`src/include/rgb_pkg.sv`:
```
// rgb_pkg: constants, command codes, states and carriers of the rgb dimming controller.
// assumes a single 20 MHz clock; the serial link is sampled, not clocked from.
//
// Summary of operation
// - a triggered ramp walks the current position to the up or down target.
// - per-step duration comes from the step time register; one to thirty-one 8 ms units, zero acting as one.
// - current position is clamped between zero and the maximum current position.
// - the peak current command applies its value directly at the byte acknowledge.
// - the transition starts when the triggering command byte is acknowledged.
// - each parameter register loads from its own single command byte.
// - command bits 7:5 select shutdown, peak, three duties, up, down or step time.
// - the step time command stores bits 4:0 and starts the ramp.
// - step count is the absolute difference between present and target position, zero if the target lies against the direction.
// - total ramp time is step time times step count, with no division.
// - step time field is binary with an 8 ms least significant weight.
// - target values are step positions mapped to current by the step table.
// - each duty generator uses a 5-bit value giving 32 levels.
// - a duty of zero holds that output fully off.
// - a duty of all ones holds that output continuously on.
// - intermediate duties step by 3.125 percent at about 2.1 kHz.
// - duty generators run independently, reload any time, never touch peak current.
// - no command sequence leads to an undefined or uncontrolled state.
// - receive-only slave at 7-bit address 0x38, every data byte of a transfer taken as a command.
// - position zero gives zero current; positions 30 and 31 give the same maximum.
// - peak current applies to all three outputs and never engages the ramp.
package rgb_pkg;

  // ==========================================================
  // clocking and timing
  localparam int unsigned CLK_HZ           = 20_000_000;
  localparam int unsigned STEP_LSB_MS      = 8;
  localparam int unsigned STEP_UNIT_CYCLES = STEP_LSB_MS * (CLK_HZ / 1000);
  localparam int unsigned PWM_FREQ_HZ      = 2100;
  localparam int unsigned PWM_LEVELS       = 32;
  localparam int unsigned PWM_SLOT_CYCLES  = CLK_HZ / (PWM_FREQ_HZ * PWM_LEVELS);

  // ==========================================================
  // link address, fields and values
  localparam logic [6:0] SLAVE_ADDR = 7'h38;
  localparam logic [4:0] REG_RESET  = 5'h00;
  localparam logic [4:0] POS_MAX    = 5'h1F;
  localparam logic [4:0] POS_TOP    = 5'h1E;
  localparam logic [4:0] DUTY_FULL  = 5'h1F;
  localparam logic [3:0] BITS_BYTE  = 4'h8;

  // ==========================================================
  // command selector codes, bits 7:5
  localparam logic [2:0] SEL_SHUTDOWN = 3'h0;
  localparam logic [2:0] SEL_PEAK     = 3'h1;
  localparam logic [2:0] SEL_DUTY1    = 3'h2;
  localparam logic [2:0] SEL_DUTY2    = 3'h3;
  localparam logic [2:0] SEL_DUTY3    = 3'h4;
  localparam logic [2:0] SEL_UP       = 3'h5;
  localparam logic [2:0] SEL_DOWN     = 3'h6;
  localparam logic [2:0] SEL_STEP     = 3'h7;

  // ==========================================================
  // carriers and states
  typedef struct packed {
    logic [2:0] sel;
    logic [4:0] val;
  } rgb_cmd_t;

  typedef struct packed {
    logic [2:0] led_on;
    logic [4:0] level;
  } rgb_drive_t;

  typedef enum logic [2:0] {
    LNK_IDLE     = 3'b000,
    LNK_ADDR     = 3'b001,
    LNK_ACK_ADDR = 3'b010,
    LNK_DATA     = 3'b011,
    LNK_ACK_DATA = 3'b100,
    LNK_SKIP     = 3'b101
  } rgb_link_state_t;

  // distance between two step positions
  function automatic logic [4:0] rgb_dist(input logic [4:0] a, input logic [4:0] b);
    rgb_dist = (a > b) ? 5'(a - b) : 5'(b - a);
  endfunction : rgb_dist

  // pwm gate: zero is off, full is on, otherwise phase below duty
  function automatic logic rgb_gate(input logic [4:0] duty, input logic [4:0] phase);
    rgb_gate = (duty == DUTY_FULL) ? 1'b1 : (phase < duty);
  endfunction : rgb_gate

endpackage : rgb_pkg

```
`src/logic/rgb_dimming_ctrl.sv`:
```
// rgb_dimming_ctrl: serial command receiver, parameter registers, ramp engine and three pwm gates.
// assumes scl and sda arrive asynchronously from an open-drain bus; sda is driven only low.
`timescale 1ns/100ps
module rgb_dimming_ctrl #(
  parameter int unsigned STEP_CYCLES = rgb_pkg::STEP_UNIT_CYCLES
) (
  // clock and reset
  input  wire logic              clk,
  input  wire logic              srst,
  // serial link pins
  input  wire logic              scl,
  input  wire logic              sda_in,
  output logic                   sda_out,
  output logic                   sda_oe,
  // led drive
  output rgb_pkg::rgb_drive_t    led_drive,
  output logic                   ramp_active
);
  import rgb_pkg::*;

  // ==========================================================
  // pin synchronisers
  logic scl_s1, scl_s2, scl_d;
  logic sda_s1, sda_s2, sda_d;

  // two flops per pin, then one history flop for edges
  always_ff @(posedge clk) begin
    scl_s1 <= scl;
    scl_s2 <= scl_s1;
    scl_d  <= scl_s2;
    sda_s1 <= sda_in;
    sda_s2 <= sda_s1;
    sda_d  <= sda_s2;
  end

  wire scl_rise = scl_s2 & ~scl_d;
  wire scl_fall = ~scl_s2 & scl_d;
  wire bus_start = scl_s2 & scl_d & sda_d & ~sda_s2;
  wire bus_stop  = scl_s2 & scl_d & ~sda_d & sda_s2;

  // ==========================================================
  // byte receiver
  rgb_link_state_t state;
  logic [3:0]      bit_cnt;
  logic [7:0]      shift;

  wire byte_full = (bit_cnt == BITS_BYTE);
  wire shifting  = (state == LNK_ADDR) || (state == LNK_DATA);
  wire addr_hit  = (shift[7:1] == SLAVE_ADDR) && !shift[0];

  // link state machine; ack driven from falling scl to falling scl
  always_ff @(posedge clk) begin
    if (srst) begin
      state   <= LNK_IDLE;
      bit_cnt <= 4'h0;
      shift   <= 8'h00;
      sda_oe  <= 1'b0;
    end else if (bus_start) begin
      state   <= LNK_ADDR;
      bit_cnt <= 4'h0;
      sda_oe  <= 1'b0;
    end else if (bus_stop) begin
      state   <= LNK_IDLE;
      sda_oe  <= 1'b0;
    end else if (scl_rise && shifting && !byte_full) begin
      shift   <= {shift[6:0], sda_s2};
      bit_cnt <= 4'(bit_cnt + 4'h1);
    end else if (scl_fall) begin
      unique case (state)
        LNK_ADDR: begin
          if (byte_full) begin
            state  <= addr_hit ? LNK_ACK_ADDR : LNK_SKIP;
            sda_oe <= addr_hit;
          end
        end
        LNK_DATA: begin
          if (byte_full) begin
            state  <= LNK_ACK_DATA;
            sda_oe <= 1'b1;
          end
        end
        LNK_ACK_ADDR, LNK_ACK_DATA: begin
          state   <= LNK_DATA;
          bit_cnt <= 4'h0;
          sda_oe  <= 1'b0;
        end
        LNK_IDLE, LNK_SKIP: begin
          state <= state;
        end
        default: begin
          state  <= LNK_IDLE;
          sda_oe <= 1'b0;
        end
      endcase
    end
  end

  assign sda_out = 1'b0;

  // ==========================================================
  // command decode at the acknowledge of a data byte
  wire      cmd_fire = scl_fall && !bus_start && !bus_stop && (state == LNK_DATA) && byte_full;
  rgb_cmd_t cmd;
  assign cmd = shift;

  wire wr_shut  = cmd_fire && (cmd.sel == SEL_SHUTDOWN);
  wire wr_peak  = cmd_fire && (cmd.sel == SEL_PEAK);
  wire wr_duty1 = cmd_fire && (cmd.sel == SEL_DUTY1);
  wire wr_duty2 = cmd_fire && (cmd.sel == SEL_DUTY2);
  wire wr_duty3 = cmd_fire && (cmd.sel == SEL_DUTY3);
  wire wr_up    = cmd_fire && (cmd.sel == SEL_UP);
  wire wr_down  = cmd_fire && (cmd.sel == SEL_DOWN);
  wire wr_step  = cmd_fire && (cmd.sel == SEL_STEP);

  // ==========================================================
  // parameter registers, one command byte each
  logic [4:0] duty_channel_one, duty_channel_two, duty_channel_three;
  logic [4:0] ramp_up_target, ramp_down_target, ramp_step_time;
  logic       dir_up;

  always_ff @(posedge clk) begin
    if (srst) begin
      duty_channel_one   <= REG_RESET;
      duty_channel_two   <= REG_RESET;
      duty_channel_three <= REG_RESET;
      ramp_up_target     <= REG_RESET;
      ramp_down_target   <= REG_RESET;
      ramp_step_time     <= REG_RESET;
      dir_up             <= 1'b0;
    end else begin
      if (wr_duty1) duty_channel_one   <= cmd.val;
      if (wr_duty2) duty_channel_two   <= cmd.val;
      if (wr_duty3) duty_channel_three <= cmd.val;
      if (wr_up)    ramp_up_target     <= cmd.val;
      if (wr_down)  ramp_down_target   <= cmd.val;
      if (wr_step)  ramp_step_time     <= cmd.val;
      if (wr_up || wr_down) dir_up     <= wr_up;
    end
  end

  // ==========================================================
  // ramp timebase: one unit is 8 ms, one step is field units
  logic [17:0] unit_cnt;
  logic [4:0]  unit_in_step;
  logic        ramp_busy;
  logic [4:0]  steps_left;
  logic [4:0]  peak_current_level;

  wire        unit_pulse = (unit_cnt == 18'(STEP_CYCLES - 1));
  wire [4:0]  step_units = (ramp_step_time == 5'h00) ? 5'h01 : ramp_step_time;
  wire        step_tick  = ramp_busy && unit_pulse && (unit_in_step == 5'(step_units - 5'h01));

  // unit counter restarts with each ramp so the first step is whole
  always_ff @(posedge clk) begin
    if (srst || wr_step || !ramp_busy) begin
      unit_cnt     <= 18'h0_0000;
      unit_in_step <= 5'h00;
    end else if (unit_pulse) begin
      unit_cnt     <= 18'h0_0000;
      unit_in_step <= step_tick ? 5'h00 : 5'(unit_in_step + 5'h01);
    end else begin
      unit_cnt     <= 18'(unit_cnt + 18'h0_0001);
    end
  end

  // ==========================================================
  // ramp engine and current position
  wire [4:0] ramp_end_value = dir_up ? ramp_up_target : ramp_down_target;
  wire       dir_ok         = dir_up ? (ramp_end_value >= peak_current_level)
                                     : (ramp_end_value <= peak_current_level);
  wire [4:0] start_steps    = dir_ok ? rgb_dist(peak_current_level, ramp_end_value) : 5'h00;
  wire [4:0] stepped_pos    = dir_up ? ((peak_current_level == POS_MAX) ? POS_MAX
                                                                        : 5'(peak_current_level + 5'h01))
                                     : ((peak_current_level == 5'h00) ? 5'h00
                                                                      : 5'(peak_current_level - 5'h01));

  // direct writes win over a running step; shutdown aborts the ramp
  always_ff @(posedge clk) begin
    if (srst) begin
      peak_current_level <= REG_RESET;
      ramp_busy          <= 1'b0;
      steps_left         <= 5'h00;
    end else if (wr_shut) begin
      peak_current_level <= 5'h00;
      ramp_busy          <= 1'b0;
      steps_left         <= 5'h00;
    end else if (wr_peak) begin
      peak_current_level <= cmd.val;
      ramp_busy          <= 1'b0;
      steps_left         <= 5'h00;
    end else if (wr_step) begin
      ramp_busy          <= (start_steps != 5'h00);
      steps_left         <= start_steps;
    end else if (step_tick) begin
      peak_current_level <= stepped_pos;
      steps_left         <= 5'(steps_left - 5'h01);
      ramp_busy          <= (steps_left != 5'h01);
    end
  end

  assign ramp_active = ramp_busy;

  // ==========================================================
  // pwm: 32 slots per period, slot rate near 32 x 2.1 kHz
  logic [8:0] slot_cnt;
  logic [4:0] phase;
  wire        slot_pulse = (slot_cnt == 9'(PWM_SLOT_CYCLES - 1));

  always_ff @(posedge clk) begin
    if (srst) begin
      slot_cnt <= 9'h000;
      phase    <= 5'h00;
    end else if (slot_pulse) begin
      slot_cnt <= 9'h000;
      phase    <= 5'(phase + 5'h01);
    end else begin
      slot_cnt <= 9'(slot_cnt + 9'h001);
    end
  end

  // registered drive: gates per channel, level clamped so 31 acts as 30
  wire [2:0] next_led_on = {rgb_gate(duty_channel_three, phase),
                            rgb_gate(duty_channel_two, phase),
                            rgb_gate(duty_channel_one, phase)};
  wire [4:0] next_level  = (peak_current_level > POS_TOP) ? POS_TOP : peak_current_level;

  always_ff @(posedge clk) begin
    if (srst) begin
      led_drive <= '0;
    end else begin
      led_drive.led_on <= next_led_on;
      led_drive.level  <= next_level;
    end
  end
endmodule : rgb_dimming_ctrl

```
`config.mk`:
```
export PLATFORM = sky130hd
export DESIGN_NAME = rgb_dimming_ctrl
export DESIGN_NICKNAME = d
export VERILOG_FILES = /design/src/include/rgb_pkg.sv /design/src/logic/rgb_dimming_ctrl.sv
export SDC_FILE = /design/constraint.sdc
export NUM_CORES = 1
export LEC_CHECK = 0
export BUFFER_PORTS_ARGS = -buffer_cell sky130_fd_sc_hd__buf_2
export CAP_MARGIN = 20
export CORE_ASPECT_RATIO = 1.5
export CORE_MARGIN = 2
export CORE_UTILIZATION = 45
export DETAILED_ROUTE_END_ITERATION = 8
export GPL_ROUTABILITY_DRIVEN = 0
export HOLD_SLACK_MARGIN = 0.02
export PLACE_DENSITY = 0.62
export SLEW_MARGIN = 20
export SYNTH_ARGS = -nofsm -noshare
export SYNTH_HDL_FRONTEND = slang
export SYNTH_SLANG_ARGS = --single-unit
export TNS_END_PERCENT = 30
```
`constraint.sdc`:
```
create_clock -name clk -period 4 [get_ports clk]
set_clock_uncertainty 0.05 [all_clocks]
set_input_delay 0.2 -clock clk [delete_from_list [all_inputs] [get_ports clk]]
set_output_delay 0.2 -clock clk [all_outputs]
set_load 0.05 [all_outputs]
```
**After elaboration in Yosys (flattened, before gate mapping)**

Cells that the tools add are included.

- Output and inout port bits: 11
- Register bits: 109

- Equal/unequal tests: 29
- Mux-type cells: 34
- $add $sub $neg: 11
- Reductions and logical operators: 50
- $lt $le $gt $ge: 7
- Bitwise logic cells: 15

Operators with widths:

| cell | number |
|---|---|
| $mux W5 | 14 |
| $eq A5 B5 Y1 const B | 4 |
| $add A18 B1 Y18 const B | 1 |
| $eq A18 B18 Y1 const B | 1 |
| $eq A3 B3 Y1 const B | 6 |
| $logic_and A1 B1 Y1 | 17 |
| $add A5 B1 Y5 const B | 3 |
| $lt A5 B5 Y1 | 3 |
| $sub A5 B1 Y5 const B | 3 |
| $reduce_or A2 Y1 | 7 |
| $eq A3 B2 Y1 const B | 4 |
| $mux W1 | 12 |
| $mux W4 | 3 |
| $pmux W3 S4 | 1 |
| $logic_not A5 Y1 | 2 |
| $reduce_and A5 Y1 | 2 |
| $sub A5 B5 Y5 | 2 |
| $add A9 B1 Y9 const B | 1 |
| $eq A9 B9 Y1 const B | 1 |
| $mux W3 | 3 |
| $ne A4 B4 Y1 const B | 2 |
| $not A1 Y1 | 8 |
| $reduce_bool A2 Y1 | 4 |
| $and A1 B1 Y1 | 7 |
| 21 further kinds | 35 |

**Longest topological paths before layout**

- Depth after elaboration: 12
- Gate-level depth with buffers: 13
- Mapped depth without buffers: 11

**Least setup slack after synthesis**

OpenSTA, ideal clock, no wires.

- Kind: reg-to-reg
- Start: register dir_up
- End: register steps_left[2]
- Library setup time: 123 ps
- Data arrival time: 3061 ps
- Clock period less this slack: 3235 ps
- Slack: 765 ps
- Required time: 3827 ps
- Stages on the path, launching flop included: 14
- Cell sequence: dfxtp_1 -> clkbuf_1 -> buf_1 -> mux2i_1 -> inv_1 -> ha_1 -> clkbuf_1 -> and3_1 -> o21ai_0 -> a21boi_1 -> mux2i_1 -> xnor2_1 -> a311oi_1 -> nor3_1

- Cells in the longest elaborated chain, start to end: 5

Ends and longest elaborated chain:

| what | line | source |
|---|---|---|
| from (decl) | rgb_dimming_ctrl.sv:119 | `logic dir_up;` |
| from (signal assigned) | rgb_dimming_ctrl.sv:137 | `if (wr_up \|\| wr_down) dir_up <= wr_up;` |
| $mux W5 | rgb_dimming_ctrl.sv:168 | `wire [4:0] ramp_end_value = dir_up ? ramp_up_target : ramp_down_target;` |
| $sub A5 B5 Y5 (tied with other cells) | rgb_pkg.sv:80 | `rgb_dist = (a > b) ? 5'(a - b) : 5'(b - a);` |
| $mux W5 or $mux W1 (tied branches) | rgb_pkg.sv:80, rgb_dimming_ctrl.sv:169 |  |
| $mux W5 (*) | rgb_dimming_ctrl.sv:171 | `wire [4:0] start_steps = dir_ok ? rgb_dist(peak_current_level, ramp_end_value) : 5'h00;` |
| $mux W5 (*) | rgb_dimming_ctrl.sv:191 | `end else if (wr_step) begin` |
| to (signal assigned) | rgb_dimming_ctrl.sv:193 | `steps_left <= start_steps;` |
| to (signal assigned) | rgb_dimming_ctrl.sv:196 | `steps_left <= 5'(steps_left - 5'h01);` |
| to (decl) | rgb_dimming_ctrl.sv:146 | `logic [4:0] steps_left;` |

Mark *: on every way between the ends. The rest lies on a longest branch, timed or not.
A chain may end at the register's enable or synchronous reset.

**Worst setup path after layout**

Same ends and word-level chain as after synthesis.

==> flow_summary.ini <==
[layout]
final_common_cell = dfxtp_1
area_growth_pct = 8.33
drive_gt1_frac = 0.0560
fillers = 1204
antenna_cells = 0
fin_area_um2 = 6160
nets = 714
final_cell_mix = dfxtp_1, nor2_1, nand2_1, a21oi_1, inv_1

[logic_synthesis]
yosys.cell_types.count = 57
synth_nets = 716
syn_area_per_cell_um2 = 8.43
synth_warnings = 0
synth-edff-count = 0
synth_area_leader_cell = dfxtp_1
yosysTopAreaCellShare = 0.383
synth_area_leaders = dfxtp_1, ha_1, nor2_1, mux2i_1, nand2_1
yosysSeqAreaShare = 0.383
async_flop_share = 0
synth-seq-cells = 109
syn_area_um2 = 5690
syn_inst = 675
synth_flop_cell = dfxtp_1

[placement]
io_buffer_count = 13
place_ws_ps = 578
hpwl_mm = 8.88
dpl_cell_area_um2 = 5840

[floorplanning]
start_util = 0.459
die-area_um2 = 13600
die_w_um = 95.8
io_pins = 15
row_count = 50
die-height_um = 142
core_area_um2 = 12400

[timing]
rsz0062_at_grt = false
worst_slack_ps = 504
tightest_slew_ps = 996
min_period_over_period = 0.874
setup_viol = 0
hold_viol_final = 0
relSlewSlack = 0.330
finalSetupTns_ps = 0
report.final.slew_viol_count = 0
period_needed_ps = 3500
max_freq_mhz = 286

[grt]
antenna_found_initial = 0
grt_max_degree = 55
grt_pass1_wl_mm = 20.2
gr-usage-all-layers = 0.187
gr-total-overflow = 0
grt_pass1_vias = 4500

[critical_path]
cp-end-kind = register
startpoint_type = register
path_cells = mux2i_1 > inv_1 > ha_1 > and3_1 > o21ai_0 > a21boi_1 > mux2i_1 > xnor2_1 > a311oi_1 > nor3_1
critPathSlowestCell = dfxtp_1
crit_arrival_ps = 3680
critPathKind = register to register
required_ps = 4180
max_stage_delay_ps = 740
cp_common_cell = mux2i_1
worstPathMaxFanout = 17

[drt]
drc = 0
avgRoutedWirePerCell_um = 14.4
dr.pass1.iters = 4
vias = 4549
viasPerCell = 5.45
ant_nets = 0
drt-total-wl_mm = 12.0
drt_iter0_drc = 192

[outcome]
status = completed

[power_and_ir_drop]
power-per-cell-area_nw_per_um2 = 333
cellLeakagePower_nw = 2.27
finalPower_mw = 2.05
vdd_drop_max_mv = 0.260

[hold_path]
worstHoldPathType = primary input to register

[clock_tree]
path_clk_slew_ps = 70
numCtsBuffers = 9
tritoncts = done
root_buffer = clkbuf_16
h-tree-depth = 3
cts_setup_buffers = 0
clkSinkCount = 109
clk_latency_ps = 350
cts_max_path_buffers = 2
cts_resized = 0

[run]
cap_violations = 0
==> cells in the mapped netlist (all sizes together), types with 11 or more instances <==
cell / number
dfxtp: 109
nor2: 84
nand2: 67
a21oi: 49
inv: 37
ha: 35
mux2i: 31
o21ai: 28
clkbuf: 24
xor2: 24
xnor2: 18
nand3: 16
nand2b: 15
a21o: 12
and3: 12
nand4: 11
nor3: 11
==> stage by stage <==
step	std cells	hold slack, ps	util
after floorplan	675	178	-
after global placement	816	254	0.472
after detailed placement	816	255	0.472
after CTS	834	206	0.498
after global routing	834	230	0.498
final	834	217	0.498
==> power breakdown <==
group / internal, mW / switching [mW] / total, mW
Clock: 0.504 / 0.398 / 0.902
Combinational: 0.0160 / 0.0310 / 0.0470
Sequential: 1.09 / 0.00967 / 1.10
==> per-layer routing <==
metal	track usage	share of wire
met5	0	0
met4	0.0752	0.025
met3	0.0351	0.023
met2	0.353	0.54
met1	0.199	0.42
==> cell type report <==
type                    count  area [um^2]  area share
clock buffers              11          243      0.0394
inverters                  37          139      0.0225
repair buffers             16         92.6      0.0150
well taps                 156          195      0.0317
clock inverters             5         58.8     0.00954
multi-input cells         500         3250       0.528
flip-flops and latches    109         2180       0.354
==> kinds of logic (layout without fill, tap and decap cells) <==
kind of cell,after synthesis,in the layout,synth area share
buf+inv,66,69,0.0446
compound gates,124,124,0.131
xor+xnor,42,42,0.0646
fa+ha+maj,37,37,0.0840
flops,109,109,0.383
mux,32,32,0.0565
other cells,1,1,0.000659
simple gates,264,264,0.235
==> timing repair <==
action / CTS / global route
hold buffers: 2 / 0
endpoints found under the hold margin: 2 / 0
setup endpoints to repair: 0 / 0
==> registers in the layout, indices dropped and copies added, names as in the netlist, 3 cells and up <==
name                flops
peak_current_level      5
slot_cnt                9
ramp_up_target          5
bit_cnt                 4
duty_channel_one        5
duty_channel_three      5
duty_channel_two        5
steps_left              5
cmd                     8
phase                   5
ramp_step_time          5
ramp_down_target        5
led_drive               8
state                   3
unit_in_step            5
unit_cnt               18
==> worst paths after layout <==
| path | from | end | slack [ps] | cells past startpoint |
|---|---|---|---|---|
| max | dir_up | steps_left[2] | 500 | 10 |
| min | srst | state[0] | 220 | 3 |
| max reg2reg | dir_up | steps_left[2] | 500 | 10 |
| min reg2reg | scl_s1 | scl_s2 | 280 | 0 |
==> worst max-delay path: cells and delay by family (launching register included) <==
family | cells | cell delay [ps]
XOR/XNOR | 1 | 110
buffers and inverters | 1 | 90
flip-flops | 1 | 740
AO/OA/AOI/OAI | 3 | 930
multiplexers | 2 | 660
AND/OR/NAND/NOR | 2 | 330
adder cells (fa/ha/maj) | 1 | 480
No activity file was read; power rests on OpenSTA's default activity.
